===== config.mk =====
export PLATFORM = sky130hd
export DESIGN_NAME = atw_top
export DESIGN_NICKNAME = d
export VERILOG_FILES = /design/src/hdl/atw_sync.v /design/src/hdl/atw_trig_detect.v /design/src/hdl/atw_top.v
export VERILOG_INCLUDE_DIRS = /design/src /design/src/hdl
export SDC_FILE = /design/constraint.sdc
export NUM_CORES = 1
export LEC_CHECK = 0
export BUFFER_PORTS_ARGS = -buffer_cell sky130_fd_sc_hd__buf_2
export CORE_MARGIN = 2
export CORE_UTILIZATION = 45
export CTS_BUF_LIST = sky130_fd_sc_hd__clkbuf_16
export DETAILED_ROUTE_END_ITERATION = 12
export PLACE_DENSITY = 0.64
export REMOVE_ABC_BUFFERS = 1
export SETUP_SLACK_MARGIN = 0.3
export SYNTH_ARGS = -nofsm -noshare
export SYNTH_HDL_FRONTEND = slang
export SYNTH_SLANG_ARGS = --single-unit

===== constraint.sdc =====
create_clock -name sys_clk_i -period 11.5 [get_ports sys_clk_i]
set_clock_uncertainty 0.1 [all_clocks]
set_input_delay 1.15 -clock sys_clk_i [delete_from_list [all_inputs] [get_ports sys_clk_i]]
set_output_delay 1.15 -clock sys_clk_i [all_outputs]
set_load 0.01 [all_outputs]

===== src/hdl/atw_consts.vh =====
// register map, field positions and reset values of the converter trigger/wrap block
`ifndef ATW_CONSTS_VH
`define ATW_CONSTS_VH

// ****************************************
// register indices (byte address = 4 * index)
// ****************************************
`define ATW_IDX_W            5
`define ATW_IDX_WRAP         5'h00
`define ATW_IDX_TRIG         5'h01
`define ATW_IDX_TCTL         5'h02
`define ATW_IDX_SEQ          5'h05
`define ATW_IDX_STAT         5'h06
`define ATW_IDX_DIEN_HI      5'h0C
`define ATW_IDX_DIEN_LO      5'h0D
`define ATW_IDX_PIN_HI       5'h0E
`define ATW_IDX_PIN_LO       5'h0F
`define ATW_IDX_RES_BASE     5'h10

// ****************************************
// field positions
// ****************************************
`define ATW_WRAP_MSB         3
`define ATW_WRAP_LSB         0
`define ATW_TRIG_TYPE_BIT    7
`define ATW_TRIG_CH_MSB      3
`define ATW_TRIG_CH_LSB      0
`define ATW_TCTL_LE_BIT      4
`define ATW_TCTL_POL_BIT     3
`define ATW_TCTL_EN_BIT      2
`define ATW_SEQ_MULTI_CHANNEL_MODE_BIT     4
`define ATW_SEQ_CH_MSB       3
`define ATW_SEQ_CH_LSB       0
`define ATW_STAT_DONE_BIT    7
`define ATW_STAT_BUSY_BIT    6

// ****************************************
// reset values and constants
// ****************************************
`define ATW_WRAP_RST         4'hF
`define ATW_TRIG_RST         8'h00
`define ATW_TCTL_RST         8'h00
`define ATW_SEQ_RST          8'h00
`define ATW_DIEN_RST         8'h00
`define ATW_RES_PAD          6'h00
`define ATW_RESP_OKAY        2'h0
`define ATW_RESP_SLVERR      2'h2
`define ATW_DED_HI_ZERO      2'h0

`endif


===== src/hdl/atw_sync.v =====
// two-flop synchroniser bank for pin inputs
`timescale 1ns/1ps
`default_nettype none

module atw_sync #(
	parameter WIDTH = 20
) (
	input  wire             sys_clk_i,
	input  wire             rst_i,
	input  wire [WIDTH-1:0] async_i,
	output wire [WIDTH-1:0] sync_o
);

	genvar g;
	generate
		for (g = 0; g < WIDTH; g = g + 1) begin : g_bit
			reg meta_r;
			reg stab_r;
			// first stage feeds only the second stage
			always @(posedge sys_clk_i or posedge rst_i) begin
				if (rst_i) begin
					meta_r <= 1'b0;
					stab_r <= 1'b0;
				end else begin
					meta_r <= async_i[g];
					stab_r <= meta_r;
				end
			end
			assign sync_o[g] = stab_r;
		end
	endgenerate

endmodule // atw_sync

`default_nettype wire


===== src/hdl/atw_trig_detect.v =====
// trigger sensitivity detector: edge or level, either polarity
`timescale 1ns/1ps
`default_nettype none

module atw_trig_detect (
	input  wire sys_clk_i,
	input  wire rst_i,
	input  wire level_i,
	input  wire level_edge_i,
	input  wire polarity_i,
	output wire hit_o
);

	reg prev_r;

	always @(posedge sys_clk_i or posedge rst_i) begin
		if (rst_i) begin
			prev_r <= 1'b0;
		end else begin
			prev_r <= level_i;
		end
	end

	// 00 falling, 01 rising, 10 low level, 11 high level
	assign hit_o = level_edge_i ? (level_i == polarity_i) :
		(polarity_i ? (level_i & ~prev_r) : (~level_i & prev_r));

endmodule // atw_trig_detect

`default_nettype wire


===== src/hdl/atw_top.v =====
// converter wrap-around and external trigger control with AXI4-Lite register slave
//
// Behaviour
// - writing wrap or trigger-source register aborts a running sequence, never starts one.
// - multi-channel mode returns to channel 0 after the wrap channel; wrap 0 reserved.
// - source-type bit picks analog pin (0) or dedicated trigger input (1).
// - with type 0 the 4-bit channel field selects analog channel 0..15.
// - with type 1 codes 0..3 select trigger inputs 0..3; others reserved.
// - without dedicated inputs the type bit is stored but ignored.
// - wrap and trigger-source registers are readable and writable at any time.
// - trigger starts conversions only when enabled; analog trigger enables its input buffer.
// - level/edge and polarity bits: falling, rising, low level, high level.
//
// The AXI4-Lite interface to the registers was left to the implementer.
`timescale 1ns/1ps
`default_nettype none
`include "atw_consts.vh"

module atw_top #(
	parameter       ADDR_W         = 7,
	parameter [4:0] SEQ_LEN        = 5'h04,
	parameter       DED_TRIG_AVAIL = 1
) (
	input  wire              sys_clk_i,
	input  wire              rst_i,
	// AXI4-Lite slave
	input  wire [ADDR_W-1:0] s_axi_awaddr_i,
	input  wire              s_axi_awvalid_i,
	output wire              s_axi_awready_o,
	input  wire [31:0]       s_axi_wdata_i,
	input  wire [3:0]        s_axi_wstrb_i,
	input  wire              s_axi_wvalid_i,
	output wire              s_axi_wready_o,
	output wire [1:0]        s_axi_bresp_o,
	output wire              s_axi_bvalid_o,
	input  wire              s_axi_bready_i,
	input  wire [ADDR_W-1:0] s_axi_araddr_i,
	input  wire              s_axi_arvalid_i,
	output wire              s_axi_arready_o,
	output wire [31:0]       s_axi_rdata_o,
	output wire [1:0]        s_axi_rresp_o,
	output wire              s_axi_rvalid_o,
	input  wire              s_axi_rready_i,
	// pins and converter core
	input  wire [15:0]       analog_channel_pin_i,
	input  wire [3:0]        dedicated_trigger_input_i,
	output wire [15:0]       digital_input_enable_o,
	output wire              conv_req_o,
	output wire [3:0]        conv_chan_o,
	input  wire              conv_done_i,
	input  wire [9:0]        conv_result_i
);

	// ****************************************
	// synchronised pins
	// ****************************************
	wire [19:0] pins_sync;
	wire [15:0] ana_sync;
	wire [3:0]  ded_sync;

	atw_sync #(
		.WIDTH (20)
	) u_sync (
		.sys_clk_i (sys_clk_i),
		.rst_i     (rst_i),
		.async_i   ({dedicated_trigger_input_i, analog_channel_pin_i}),
		.sync_o    (pins_sync)
	);

	assign ana_sync = pins_sync[15:0];
	assign ded_sync = pins_sync[19:16];

	// ****************************************
	// registers
	// ****************************************
	reg [3:0]  wrap_channel_control_r;
	reg [7:0]  trigger_source_control_r;
	reg [7:0]  trig_ctl_r;
	reg [7:0]  seq_ctl_r;
	reg [7:0]  dien_hi_r;
	reg [7:0]  dien_lo_r;
	reg [9:0]  result_r [0:15];
	reg        done_flag_r;
	reg        busy_r;
	reg [3:0]  chan_r;
	reg [3:0]  slot_r;
	reg        conv_req_r;
	reg [15:0] dien_out_r;

	// bus state
	reg              awready_r;
	reg              wready_r;
	reg              have_aw_r;
	reg              have_w_r;
	reg [ADDR_W-1:0] awaddr_r;
	reg [31:0]       wdata_r;
	reg [3:0]        wstrb_r;
	reg              bvalid_r;
	reg [1:0]        bresp_r;
	reg              arready_r;
	reg              rvalid_r;
	reg [31:0]       rdata_r;
	reg [1:0]        rresp_r;

	// ****************************************
	// write channel capture
	// ****************************************
	wire aw_hs = s_axi_awvalid_i & awready_r;
	wire w_hs  = s_axi_wvalid_i & wready_r;
	wire aw_ok = have_aw_r | aw_hs;
	wire w_ok  = have_w_r | w_hs;
	wire wr_fire = aw_ok & w_ok & ~bvalid_r;

	wire [ADDR_W-1:0] wr_addr = have_aw_r ? awaddr_r : s_axi_awaddr_i;
	wire [31:0]       wr_data = have_w_r ? wdata_r : s_axi_wdata_i;
	wire [3:0]        wr_strb = have_w_r ? wstrb_r : s_axi_wstrb_i;
	wire [4:0]        wr_idx  = wr_addr[6:2];
	wire              wr_lane = wr_fire & wr_strb[0];

	wire wr_wrap = wr_lane & (wr_idx == `ATW_IDX_WRAP);
	wire wr_trig = wr_lane & (wr_idx == `ATW_IDX_TRIG);
	wire wr_tctl = wr_lane & (wr_idx == `ATW_IDX_TCTL);
	wire wr_seq  = wr_lane & (wr_idx == `ATW_IDX_SEQ);
	wire wr_stat = wr_lane & (wr_idx == `ATW_IDX_STAT);
	wire wr_dhi  = wr_lane & (wr_idx == `ATW_IDX_DIEN_HI);
	wire wr_dlo  = wr_lane & (wr_idx == `ATW_IDX_DIEN_LO);

	reg wr_mapped;
	always @* begin
		case (wr_idx)
			`ATW_IDX_WRAP, `ATW_IDX_TRIG, `ATW_IDX_TCTL, `ATW_IDX_SEQ,
			`ATW_IDX_STAT, `ATW_IDX_DIEN_HI, `ATW_IDX_DIEN_LO: wr_mapped = 1'b1;
			default: wr_mapped = 1'b0;
		endcase
	end

	// ****************************************
	// trigger source selection
	// ****************************************
	wire       trig_en   = trig_ctl_r[`ATW_TCTL_EN_BIT];
	wire [3:0] trig_code = trigger_source_control_r[`ATW_TRIG_CH_MSB:`ATW_TRIG_CH_LSB];
	// when dedicated inputs are absent the stored type bit has no effect
	wire type_eff = (DED_TRIG_AVAIL != 0) & trigger_source_control_r[`ATW_TRIG_TYPE_BIT];
	wire code_ok  = ~type_eff | (trig_code[3:2] == `ATW_DED_HI_ZERO);
	wire src_lvl  = type_eff ? ded_sync[trig_code[1:0]] : ana_sync[trig_code];
	wire trig_hit;

	atw_trig_detect u_detect (
		.sys_clk_i    (sys_clk_i),
		.rst_i        (rst_i),
		.level_i      (src_lvl),
		.level_edge_i (trig_ctl_r[`ATW_TCTL_LE_BIT]),
		.polarity_i   (trig_ctl_r[`ATW_TCTL_POL_BIT]),
		.hit_o        (trig_hit)
	);

	// ****************************************
	// sequence engine
	// ****************************************
	// writes to wrap, trigger-source or trigger control abort; they never start
	wire abort_wr  = wr_wrap | wr_trig | wr_tctl;
	wire sw_start  = wr_seq & ~trig_en;
	wire hw_start  = trig_en & trig_hit & code_ok & ~busy_r;
	wire start     = ~abort_wr & (sw_start | hw_start);
	wire multi     = seq_ctl_r[`ATW_SEQ_MULTI_CHANNEL_MODE_BIT];
	wire [3:0] wrap_at = (wrap_channel_control_r == 4'h0) ? 4'hF : wrap_channel_control_r;
	wire [4:0] seq_last = SEQ_LEN - 5'h01;
	wire conv_ok   = busy_r & conv_req_r & conv_done_i & ~abort_wr;
	wire last_slot = ({1'b0, slot_r} == seq_last);
	wire [3:0] first_ch = wr_seq ? wr_data[`ATW_SEQ_CH_MSB:`ATW_SEQ_CH_LSB] :
		seq_ctl_r[`ATW_SEQ_CH_MSB:`ATW_SEQ_CH_LSB];
	wire clr_done  = wr_stat & wr_data[`ATW_STAT_DONE_BIT];

	reg [3:0] chan_nxt;
	always @* begin
		if (multi) begin
			chan_nxt = (chan_r == wrap_at) ? 4'h0 : chan_r + 4'h1;
		end else begin
			chan_nxt = chan_r;
		end
	end

	integer i;
	always @(posedge sys_clk_i or posedge rst_i) begin
		if (rst_i) begin
			busy_r      <= 1'b0;
			conv_req_r  <= 1'b0;
			chan_r      <= 4'h0;
			slot_r      <= 4'h0;
			done_flag_r <= 1'b0;
			for (i = 0; i < 16; i = i + 1) begin
				result_r[i] <= 10'h000;
			end
		end else begin
			if (abort_wr) begin
				busy_r     <= 1'b0;
				conv_req_r <= 1'b0;
			end else if (start) begin
				busy_r     <= 1'b1;
				conv_req_r <= 1'b1;
				chan_r     <= first_ch;
				slot_r     <= 4'h0;
			end else if (conv_ok) begin
				result_r[slot_r] <= conv_result_i;
				if (last_slot) begin
					busy_r     <= 1'b0;
					conv_req_r <= 1'b0;
				end else begin
					slot_r <= slot_r + 4'h1;
					chan_r <= chan_nxt;
				end
			end
			// completion set wins over a clear in the same cycle
			if (conv_ok & last_slot) begin
				done_flag_r <= 1'b1;
			end else if (clr_done | start) begin
				done_flag_r <= 1'b0;
			end
		end
	end

	// ****************************************
	// control registers and input buffer enables
	// ****************************************
	wire [15:0] trig_buf = (trig_en & ~type_eff) ? (16'h0001 << trig_code) : 16'h0000;
	wire [15:0] dien_all = {dien_hi_r, dien_lo_r};

	always @(posedge sys_clk_i or posedge rst_i) begin
		if (rst_i) begin
			wrap_channel_control_r   <= `ATW_WRAP_RST;
			trigger_source_control_r <= `ATW_TRIG_RST;
			trig_ctl_r               <= `ATW_TCTL_RST;
			seq_ctl_r                <= `ATW_SEQ_RST;
			dien_hi_r                <= `ATW_DIEN_RST;
			dien_lo_r                <= `ATW_DIEN_RST;
			dien_out_r               <= 16'h0000;
		end else begin
			if (wr_wrap) begin
				wrap_channel_control_r <= wr_data[`ATW_WRAP_MSB:`ATW_WRAP_LSB];
			end
			if (wr_trig) begin
				// type bit always stored, even with no dedicated inputs
				trigger_source_control_r <= {wr_data[`ATW_TRIG_TYPE_BIT], 3'h0,
					wr_data[`ATW_TRIG_CH_MSB:`ATW_TRIG_CH_LSB]};
			end
			if (wr_tctl) begin
				trig_ctl_r <= {3'h0, wr_data[`ATW_TCTL_LE_BIT], wr_data[`ATW_TCTL_POL_BIT],
					wr_data[`ATW_TCTL_EN_BIT], 2'h0};
			end
			if (wr_seq) begin
				seq_ctl_r <= {3'h0, wr_data[`ATW_SEQ_MULTI_CHANNEL_MODE_BIT],
					wr_data[`ATW_SEQ_CH_MSB:`ATW_SEQ_CH_LSB]};
			end
			if (wr_dhi) begin
				dien_hi_r <= wr_data[7:0];
			end
			if (wr_dlo) begin
				dien_lo_r <= wr_data[7:0];
			end
			dien_out_r <= dien_all | trig_buf;
		end
	end

	// ****************************************
	// read decode
	// ****************************************
	wire [4:0]  rd_idx = s_axi_araddr_i[6:2];
	wire [15:0] pin_rd = ana_sync & dien_out_r;
	reg  [31:0] rd_data;
	reg         rd_ok;
	always @* begin
		rd_data = 32'h00000000;
		rd_ok   = 1'b1;
		case (rd_idx)
			`ATW_IDX_WRAP:    rd_data = {28'h0000000, wrap_channel_control_r};
			`ATW_IDX_TRIG:    rd_data = {24'h000000, trigger_source_control_r};
			`ATW_IDX_TCTL:    rd_data = {24'h000000, trig_ctl_r};
			`ATW_IDX_SEQ:     rd_data = {24'h000000, seq_ctl_r};
			`ATW_IDX_STAT:    rd_data = {24'h000000, done_flag_r, busy_r, 2'h0, chan_r};
			`ATW_IDX_DIEN_HI: rd_data = {24'h000000, dien_hi_r};
			`ATW_IDX_DIEN_LO: rd_data = {24'h000000, dien_lo_r};
			`ATW_IDX_PIN_HI:  rd_data = {24'h000000, pin_rd[15:8]};
			`ATW_IDX_PIN_LO:  rd_data = {24'h000000, pin_rd[7:0]};
			default: begin
				if (rd_idx[4]) begin
					rd_data = {16'h0000, result_r[rd_idx[3:0]], `ATW_RES_PAD};
				end else begin
					rd_ok = 1'b0;
				end
			end
		endcase
	end

	// ****************************************
	// AXI4-Lite handshakes
	// ****************************************
	always @(posedge sys_clk_i or posedge rst_i) begin
		if (rst_i) begin
			awready_r <= 1'b1;
			wready_r  <= 1'b1;
			have_aw_r <= 1'b0;
			have_w_r  <= 1'b0;
			awaddr_r  <= {ADDR_W{1'b0}};
			wdata_r   <= 32'h00000000;
			wstrb_r   <= 4'h0;
			bvalid_r  <= 1'b0;
			bresp_r   <= `ATW_RESP_OKAY;
			arready_r <= 1'b1;
			rvalid_r  <= 1'b0;
			rdata_r   <= 32'h00000000;
			rresp_r   <= `ATW_RESP_OKAY;
		end else begin
			if (aw_hs) begin
				awready_r <= 1'b0;
				awaddr_r  <= s_axi_awaddr_i;
			end
			if (w_hs) begin
				wready_r <= 1'b0;
				wdata_r  <= s_axi_wdata_i;
				wstrb_r  <= s_axi_wstrb_i;
			end
			if (wr_fire) begin
				have_aw_r <= 1'b0;
				have_w_r  <= 1'b0;
				bvalid_r  <= 1'b1;
				bresp_r   <= wr_mapped ? `ATW_RESP_OKAY : `ATW_RESP_SLVERR;
			end else begin
				if (aw_hs) begin
					have_aw_r <= 1'b1;
				end
				if (w_hs) begin
					have_w_r <= 1'b1;
				end
			end
			// one write in flight: channels reopen once the response is taken
			if (bvalid_r & s_axi_bready_i) begin
				bvalid_r  <= 1'b0;
				awready_r <= 1'b1;
				wready_r  <= 1'b1;
			end
			if (s_axi_arvalid_i & arready_r) begin
				arready_r <= 1'b0;
				rvalid_r  <= 1'b1;
				rdata_r   <= rd_data;
				rresp_r   <= rd_ok ? `ATW_RESP_OKAY : `ATW_RESP_SLVERR;
			end else if (rvalid_r & s_axi_rready_i) begin
				rvalid_r  <= 1'b0;
				arready_r <= 1'b1;
			end
		end
	end

	assign s_axi_awready_o        = awready_r;
	assign s_axi_wready_o         = wready_r;
	assign s_axi_bresp_o          = bresp_r;
	assign s_axi_bvalid_o         = bvalid_r;
	assign s_axi_arready_o        = arready_r;
	assign s_axi_rdata_o          = rdata_r;
	assign s_axi_rresp_o          = rresp_r;
	assign s_axi_rvalid_o         = rvalid_r;
	assign digital_input_enable_o = dien_out_r;
	assign conv_req_o             = conv_req_r;
	assign conv_chan_o            = chan_r;

endmodule // atw_top

`default_nettype wire


Word level (Yosys, flattened, before mapping)
Cells that the tools add are included.
- bits in registers: 319
- latch bits: 0
- memory bits (writable): 0
- bits in read-only memories: 0
- input bits: 88
- output and inout port bits: 62
- word-level logic and storage cells: 229
- memories: 0
- add/subtract/negate cells: 2
- $mul: 0
- divide/modulo/power cells: 0
- $lt $le $gt $ge: 5
- equality and inequality tests: 18
- shift-type cells: 1
- multiplexer cells: 54
- bitwise logic cells: 46
- reductions and logical operators: 22
- operators by type and width (operator ; number):
    $bwmux 160 ; 1
    $pmux 16 s9 ; 1
    $bmux 10 s4 ; 1
    $demux 10 s4 ; 1
    $mux 4 ; 10
    $mux 16 ; 2
    $eq 5x4->1 const B ; 6
    $mux 10 ; 3
    $mux 1 ; 29
    $and 1x1->1 ; 27
    $eq 5x3->1 const B ; 4
    $reduce_bool 2->1 ; 9
    $and 16x16->16 ; 1
    $or 16x16->16 ; 1
    $shl 1x4->16 const A ; 1
    $eq 5x1->1 const B ; 2
    $eq 5x2->1 const B ; 2
    $ge 5x5->1 const B ; 2
    $logic_not 5->1 ; 2
    $not 4->5 ; 2
    $reduce_or 9->1 ; 1
    $add 4x1->4 const B ; 2
    $mux 8 ; 1
    $not 1->1 ; 8
    20 further kinds ; 29

Longest topological paths before layout
Gate-level depths: netlist of the first run.
- depth in word-level cells: 15
- mapped depth: 10
- gate-level depth less buffers: 7

Cells and area by module
A second synthesis of the first run with hierarchy kept.
- cells, all modules: 961
- area total of the unflattened synthesis: 13620.6 um^2
- modules (own cells, without submodules) (module ; times used ; cells each ; area an instance (um^2) ; seq. area each (um^2)):
    atw_top ; 1 ; 894 ; 12413.2 ; 6465.0
    atw_sync ; 1 ; 61 ; 1154.9 ; 1001.0
    atw_trig_detect ; 1 ; 6 ; 52.6 ; 25.0

Worst setup path before layout of the first run
OpenSTA, ideal clock, no wires.
- path type: input-to-reg
- from: input s_axi_wvalid_i
- to: register result_r[0] (netlist bit)
- library setup time: 0.125 ns
- arrival: 3.116 ns
- data required time: 11.275 ns
- slack: 8.159 ns
- stages: 8
- buffers on the path: 1
- cell sequence: nand4b_1 a211o_1 or4_1 nor2_1 nor3_4 buf_6 nand4_4 mux2_2
- word-level cells in the longest chain between the ends: 12
- elaborated cells between the ends (all ways): 18
- classes of those cells: bitwise (17); reduce/logical (1)
- RTL lines (element ; line ; text):
    start: declaration ; atw_top.v:32 ; input wire s_axi_wvalid_i,
    $and 1x1->1 (*) ; atw_top.v:109 ; wire w_hs = s_axi_wvalid_i & wready_r;
    $or 1x1->1 (*) ; atw_top.v:111 ; wire w_ok = have_w_r | w_hs;
    $and 1x1->1 (*) (2 in a row) ; atw_top.v:112 ; wire wr_fire = aw_ok & w_ok & ~bvalid_r;
    $and 1x1->1 (*) ; atw_top.v:118 ; wire wr_lane = wr_fire & wr_strb[0];
    $and 1x1->1, on equally long branches ; atw_top.v:120, atw_top.v:121 ;
    $or 1x1->1 (2 in a row) ; atw_top.v:161 ; wire abort_wr = wr_wrap | wr_trig | wr_tctl;
    $not 1->1 (no source line) ; n/a ;
    $and 1x1->1 ; atw_top.v:164 ; wire start = ~abort_wr & (sw_start | hw_start);
    $not 1->1 (no source line) ; n/a ;
    $reduce_and 3->1 (no source line) (*) ; n/a ;
    end signal: indexed assignment ; atw_top.v:204 ; result_r[slot_r] <= conv_result_i;
    end: declaration ; atw_top.v:82 ; reg [9:0] result_r [0:15];
Every way passes the cells marked *; elsewhere a longest branch is shown, timed or not.
A chain may end at the register's enable or synchronous reset.

Final worst setup path of the first run
- from: input s_axi_awaddr_i[2]
- to: register result_r[45] (netlist bit)
- word-level cells in the longest chain between the ends: 9
- elaborated cells between the ends (all ways): 18
- classes of those cells: eq/ne (3); mux (1); bitwise (12); reduce/logical (2)
- RTL lines (element ; line ; text):
    start: declaration ; atw_top.v:27 ; input wire [ADDR_W-1:0] s_axi_awaddr_i,
    $mux 7 (*) ; atw_top.v:114 ; wire [ADDR_W-1:0] wr_addr = have_aw_r ? awaddr_r : s_axi_awaddr_i;
    $eq 5x1->1 / $logic_not 5->1 (equally long branches) ; n/a ;
    $and 1x1->1, on equally long branches ; atw_top.v:121, atw_top.v:120 ;
    $or 1x1->1 (2 in a row) ; atw_top.v:161 ;
    $not 1->1 (no source line) ; n/a ;
    $and 1x1->1 ; atw_top.v:164 ;
    $not 1->1 (no source line) ; n/a ;
    $reduce_and 3->1 (no source line) (*) ; n/a ;
Marked as above.

==> results of run 1 <==
cells in the final DEF, fill, tap and decap left out, types with 4 or more instances in the layout:
cell type,Yosys,layout
dfrtp_1,292,292
mux2_2,162,162
buf_2,6,100
nand2_1,79,79
mux4_2,55,55
o21ai_0,54,54
nor2_1,36,36
clkbuf_16,0,35
a21o_1,19,19
mux2_1,18,18
conb_1,1,18
inv_1,13,16
mux2i_1,14,14
nand4_4,12,12
a32oi_1,12,12
nor2b_1,8,8
a21oi_1,8,8
nand3_1,8,8
a22oi_1,7,7
clkinv_2,0,7
buf_4,23,7
dfstp_2,7,7
nor3_1,6,6
nand4_1,6,6
a211oi_1,5,5
a221oi_1,5,5
ha_1,5,5
clkinv_1,0,5
bufinv_16,0,5
a31oi_1,4,4
nand3b_1,4,4
a22o_1,4,4
a31o_2,4,4
cell families (layout without fill, tap and decap cells):
| group | after synthesis | in the layout | share of synthesized area |
|---|---|---|---|
| XOR/XNOR | 4 | 4 | 0.00262 |
| buffers and inverters | 81 | 182 | 0.0308 |
| adder cells (fa/ha/maj) | 5 | 5 | 0.00467 |
| AND/OR/NAND/NOR | 185 | 185 | 0.0815 |
| other | 1 | 18 | 0.000280 |
| AO/OA/AOI/OAI | 133 | 133 | 0.0661 |
| multiplexers | 249 | 249 | 0.254 |
| flip-flops | 299 | 299 | 0.560 |
flip-flops by register name, indices dropped and copies added, names as in the netlist, 8 cells and up:
name and cells:
u_sync.g_bit.stab_r 20, dien_lo_r 8, dien_hi_r 8, u_sync.g_bit.meta_r 20, digital_input_enable_o 16, result_r 160
wdata_r 8, s_axi_rdata_o 16
final timing paths:
| path | slack (ns) | to | from | cells after the start |
|---|---|---|---|---|
| max in group asynchronous | 9.16 | result_r[27] | rst_i | 3 |
| max | 7.49 | result_r[45] | s_axi_awaddr_i[2] | 10 |
| max reg2reg | 7.50 | result_r[115] | trigger_source_control_r[1] | 8 |
| min | 0.25 | u_sync.g_bit[1].stab_r | u_sync.g_bit[1].meta_r | 0 |
| min in group asynchronous | 0.72 | s_axi_rvalid_o | rst_i | 2 |
| min reg2reg | 0.25 | u_sync.g_bit[1].stab_r | u_sync.g_bit[1].meta_r | 0 |
worst reg2reg max path, stage by stage (launching register included):
cell and delay (ns):
dfrtp_1 0.77, mux4_2 0.59, mux2i_1 0.26, a211oi_2 0.16, and3b_1 0.23, nor3_4 0.36, buf_4 0.43, nand4_2 0.52
mux2_2 0.46
routing by layer:
layer	vias to the layer above	track usage	wire [um]	part of all wire
met3	67	0.0336	1340	0.043
met1	4302	0.269	13400	0.43
li1	3697	-	-	-
met4	4	0.0658	903	0.029
met5	-	0	27	0.00086
met2	229	0.356	15600	0.50
layout make-up:
type	count	area (um^2)
Clock buffer	35	876
Clock inverter	26	262
Fill cell	2551	14200
Inverter	13	56.3
Multi-Input combinational cell	594	5550
Sequential cell	299	7490
Tap cell	390	488
Timing Repair Buffer	108	573
Yosys cell counts, drive strengths merged, types with 12 or more instances:
master,instances
a21o,19
a32oi,12
buf,32
clkbuf,36
dfrtp,292
inv,13
mux2,180
mux2i,14
mux4,55
nand2,79
nand4,20
nor2,36
o21ai,54
report_power, final:
group          internal, W  switching [W]
Sequential         0.00119      0.0000944
Clock             0.000668       0.000434
Combinational     0.000190       0.000186
through the flow:
stage | std cells | utilization | power, W | area (um^2)
floorplan | 906 | - | 0.00154 | 13100
global placement | 1404 | 0.480 | 0.00167 | 14200
detailed placement | 1404 | 0.480 | 0.00168 | 14200
CTS | 1465 | 0.519 | 0.00279 | 15300
global route | 1465 | 0.519 | 0.00288 | 15300
finish | 1465 | 0.519 | 0.00276 | 15300
==> impl_results.md, run 1 <==
- Status: finished clean
- Total number of vias: 8299
- CTS Buffer Depth: 3
- Fin. Hold Viols: 0
- Core area: 0.0295 mm^2
- Largest net degree at the start of global routing: 170
- Iteration-0 DRC Markers: 520
- Row count: 63
- DRT antenna net count: 0
- Worst-Skew Late Latency: slightly above 0.5 ns
- Area share of the largest cell type after synthesis: 0.546
- Syn_area_per_cell: roughly 14 um^2
- Hold-fix buffers, CTS: 0
- Cell accounting for the most synthesized area: dfrtp_1
- CTS resizes: 0
- Dpl hpwl: 19.6 mm
- Root buffer cell: clkbuf_16
- Routed wire per std cell: roughly 21 um
- Mapped Cells: 957
- Clock Sinks: approximately 300
- Share of cells above drive strength 1: 0.380
- Fmax: 249 MHz
- Family with the most delay on the worst path: simple AND/OR/NAND/NOR gates
- Synth Cell Area: 0.0134 mm^2
- Total congestion overflow: 0
- Total CTS buffers: 34
- Yosys Warn Count: 0
- Fin nets: about 1100
- Post-synth EDFFs: 0
- Peak supply drop: 0.0000953 V
- Die ar.: 0.0311 mm^2
- Element type at the critical path start: input pin
- Slew Viols, Final: 0
- Post-synth ARST share: 1.00
- Routability cong.: 0.847
- Setup WS pre-CTS: 6.97 ns
- PortBufs: 100
- Delay of the slowest critical-path stage: 0.65 ns
- Critical Path RT: between 10 and 15 ns
- Hold slack: 0.248 ns
- Yosys reg bits: between 200 and 300
- HP Class: reg2reg
- Max cap viols: 0
- Post-synth cell types: 60
- Slowest cell on crit path: nor3b_2
- Most frequent CP cell: buf_4
- Min Tclk post-route: 4.01 ns
- Initial Utilization: 0.454
- Vias in the first global route: 8543
- Worst Tran Pin Value: 1.10 ns
- Final WL: around 31 mm
- CTS tree: yes
- Main synth FF type: dfrtp_1
- Rel. slew slack: 0.258
- Static leakage: 7.20 nW
- Initial antenna violation count: 2
- Via density: 5.66
- Post-CTS setup buffers: 0
- Residual DRC count: 0
- Critical path endpoint category: flip-flop
- Setup_tns: 0 ns
- RSZ-0062 raised after global routing: no
- First-pass GRT wire length: around 49 mm
- Critical path class: in2reg
- Setup ws final: around 7.5 ns
- Layout Area Growth over Synthesis: 14.3%
- Post-synthesis sequential area ratio: 0.560
- Drt first pass iters: 5
- WP buf/inv: 3
- Leading post-synthesis cells by cell area: dfrtp_1, mux2_2, mux4_2
- Die X: between 150 and 200 um
- Worst-path clk slew: ~0.060 ns
- Cells along the critical path: buf_2 > nor4b_2 > a31oi_1 > nand3b_1 > and4_1 > buf_4 > nand2_1 > nor3b_2 > buf_4 > mux2_1
- Arr. time, crit path: 4.29 ns
- Setup violators final: 0
- ANT cells: 0
- Number of H-tree levels: 2
- Final period util: 0.349
- Die Span Y: between 150 and 200 um
- CP max FO: 20
- I/O pins: 150
- Power Density: 181 mW/mm^2
- Gr usage total: 0.207
Power figures use the tool's default switching activity.
==> run 2, diff against run 1 <==
--- a/config.mk
+++ b/config.mk
@@ -6,12 +6,13 @@
 export SDC_FILE = /design/constraint.sdc
 export NUM_CORES = 1
 export LEC_CHECK = 0
+export ABC_AREA = 1
 export BUFFER_PORTS_ARGS = -buffer_cell sky130_fd_sc_hd__buf_2
 export CORE_MARGIN = 2
 export CORE_UTILIZATION = 45
 export CTS_BUF_LIST = sky130_fd_sc_hd__clkbuf_16
 export DETAILED_ROUTE_END_ITERATION = 12
-export PLACE_DENSITY = 0.64
+export PLACE_DENSITY = 0.66
 export REMOVE_ABC_BUFFERS = 1
 export SETUP_SLACK_MARGIN = 0.3
 export SYNTH_ARGS = -nofsm -noshare
==> constraint.sdc (replaced) <==
create_clock -name sys_clk_i -period 3.5 [get_ports sys_clk_i]
set_clock_uncertainty 0.1 [all_clocks]
set_input_delay 0.35 -clock sys_clk_i [delete_from_list [all_inputs] [get_ports sys_clk_i]]
set_output_delay 0.35 -clock sys_clk_i [all_outputs]
set_load 0.01 [all_outputs]
==> run 2 against run 1 <==
  * Hold slack lost 0.23 ns
  * Die area up 2.9%
  * Sequential cell count stayed put
  * Synthesized cell count is 70% higher
  * Routed wire length increased by 22%
  * Final area is 4.7% higher
  * Critical endpoint is now result_r[78]
  * Largest power group unchanged
==> impl_results.md, run 2 <==
- Status: finished clean
- Residual DRC count: 0
- Post-route cell area: 0.0160 mm^2
- Max cap viols: 0
- Delay of the slowest critical-path stage: 0.53 ns
- Rel. slew slack: 0.317
- Final cell count without fillers: 2170
- Min-Delay Endpoint: awaddr_r[4]
- Post-synth EDFFs: 0
- Power Density: 755 mW/mm^2
- Layout Utilization: 0.527
- Cells after DPL: 2078
- Final WL: 38.0 mm
- Via density: roughly 5.3
- Leading post-synthesis cells by cell area: dfrtp_1, nand2_1, nand3_1
- CP max FO: 13
- Share of cells above drive strength 1: 0.136
- Die Span Y: 179 um
- Yosys reg bits: 299
- Mapped Cells: around 1600
- Routed wire per std cell: 17.5 um
- Static leakage: 8.16 nW
- HP Class: in2reg
- DRT antenna net count: 0
- Fin nets: 1842
- Fin. Hold Viols: 0
- Reg2Reg Setup Slack: 0.55 ns
- Critical Path RT: ~3.8 ns
- Most frequent cell after synthesis: nand2_1
- Yosys Warn Count: 0
- Die X: 179 um
- Min-Delay Startpoint: s_axi_awaddr_i[4]
- Setup violators final: 0
- Clock Sinks: around 300
- Total congestion overflow: 0
- Dpl hpwl: 25.5 mm
- Cell accounting for the most synthesized area: dfrtp_1
- Min Tclk post-route: 2.96 ns
- Worst-Skew Late Latency: 0.51 ns
- Slowest cell on crit path: dlygate4sd3_1
- PortBufs: 100
- Initial Utilization: 0.454
- Post-synthesis sequential area ratio: 0.543
- Largest net degree at the start of global routing: 105
- Root buffer cell: clkbuf_16
- Area after DPL: around 0.015 mm^2
- Die ar.: 0.0321 mm^2
- Cells on worst reg2reg path: 11
- Element type at the critical path start: input pin
- Slew Viols, Final: 0
- Reg-to-Reg End: result_r[78]
- Critical Path Source: s_axi_awvalid_i
- Total CTS buffers: 34
- Layout Area Growth over Synthesis: 16.1%
- Fmax: 338 MHz
- Final period util: 0.846
- Number of H-tree levels: 2
- Critical path endpoint category: flip-flop
- Top flop regs: result_r: 160 flops, u_sync.g_bit.meta_r: 20 flops, u_sync.g_bit.stab_r: 20 flops
- Gr usage total: 0.241
- Most frequent cells in the layout: nand2_1, dfrtp_1, nand3_1
- Area share of the largest cell type after synthesis: 0.530
- CTS Buffer Depth: 3
- Reg-to-reg critical path startpoint: have_w_r
- Routability cong.: 0.897
- First-pass GRT wire length: 59.9 mm
- ANT cells: 0
- Syn_area_per_cell: 8.47 um^2
- Max reg flops: 160
- Main synth FF type: dfrtp_1
- Worst-path clk slew: 0.06 ns
- Core area: 0.0303 mm^2
- Worst Hold Depth: 3
- Commonest non-fill, non-tap cell in the layout: nand2_1
- I/O pins: 150
- Filler Cells Inserted: 2810
- Most frequent CP cell: nand2_1
- Row count: 64
- Largest Register: result_r
- Drt first pass iters: 6
- Total number of vias: 11544
- Top post-synthesis cells by count: nand2_1, dfrtp_1, nand3_1
- Post-synth ARST share: 1.00
- Post-synth cell types: between 40 and 50
- Arr. time, crit path: 3.29 ns
- Initial antenna violation count: 0
- CTS tree: yes
- RSZ-0062 raised after global routing: no
- Cells along the critical path: dlygate4sd3_1 > buf_2 > nand2_1 > nand2_2 > nand3_2 > nor2_4 > nand2_1 > nand3_4 > nor2_8 > buf_4 > nand3_4 > inv_2 > nand2_1 > nand2_1
- Critical path class: in2reg
- Vias in the first global route: 10807
- Iteration-0 DRC Markers: 1041
- Synth Cell Area: 0.0138 mm^2
- Worst Tran Pin Value: 1.02 ns
- Peak supply drop: 0.000302 V
## run 2: cell families after synthesis
logic type | synth area share
AOI/OAI and AO/OA | 0.0937
xor gates and xnor gates | 0.00318
adders and majority gates | 0.00454
buffers and inverters | 0.0750
DFF | 0.543
muxes | 0.00445
other | 0.000272
and+or+nand+nor | 0.276
## run 2: repair_timing
action,4_1_cts,5_1_grt
resized for setup,0,1
hold buffers,31,0
setup endpoints to repair,0,2
endpoints found under the hold margin,125,0
buffers inserted,0,0
## run 2: how the worst max path moves through the flow
stage | end | slack, ns | depth (start not counted)
final | result_r[78] | 0.54 | 14
after global routing | result_r[132] | 0.30 | 14
after CTS | result_r[63] | 0.55 | 11
after detailed placement | result_r[43] | 0.57 | 11
after global placement | result_r[75] | 0.60 | 11
after floorplan | awaddr_r[2] | -5.20 | 1
## run 2: stage by stage
step | worst slack (ns) | hold slack [ns] | power (W) | setup TNS [ns]
final | 0.538 | 0.0204 | 0.0121 | 0
after global routing | 0.299 | 0.0249 | 0.0129 | 0
after CTS | 0.546 | 0.00656 | 0.0121 | 0
after detailed placement | 0.565 | 0.236 | 0.00844 | 0
after global placement | 0.600 | 0.235 | 0.00832 | 0
after floorplan | -5.20 | 0.231 | 0.00733 | -1538.77
## run 2: critical path: cells and delay by family
kind                   cells  cell delay (ns)
and+or+nand+nor           10             1.76
buffers and inverters      4             1.16
## run 2: report_power, final
group	total [W]	switching, W	leakage [nW]	internal (W)
registers	0.00540	0.000746	3.77	0.00465
clock network	0.00361	0.00141	0.572	0.00220
logic	0.00307	0.00193	3.82	0.00115
## run 2: final cells by class
cell class / instances / area, um^2 / share of cell area
inverters: 124 / 475 / 0.0297
clock inverters: 24 / 216 / 0.0135
well taps: 396 / 495 / 0.0309
clock buffers: 37 / 926 / 0.0578
multi-input cells: 1128 / 5340 / 0.333
flip-flops and latches: 299 / 7490 / 0.468
repair buffers: 162 / 1070 / 0.0667
## run 2: layer usage
layer,vias up,part of all wire,GRT usage
li1,5489,-,-
met3,58,0.069,0.0426
met1,5616,0.46,0.364
met5,-,0,0
met4,0,0.022,0.0644
met2,381,0.44,0.356
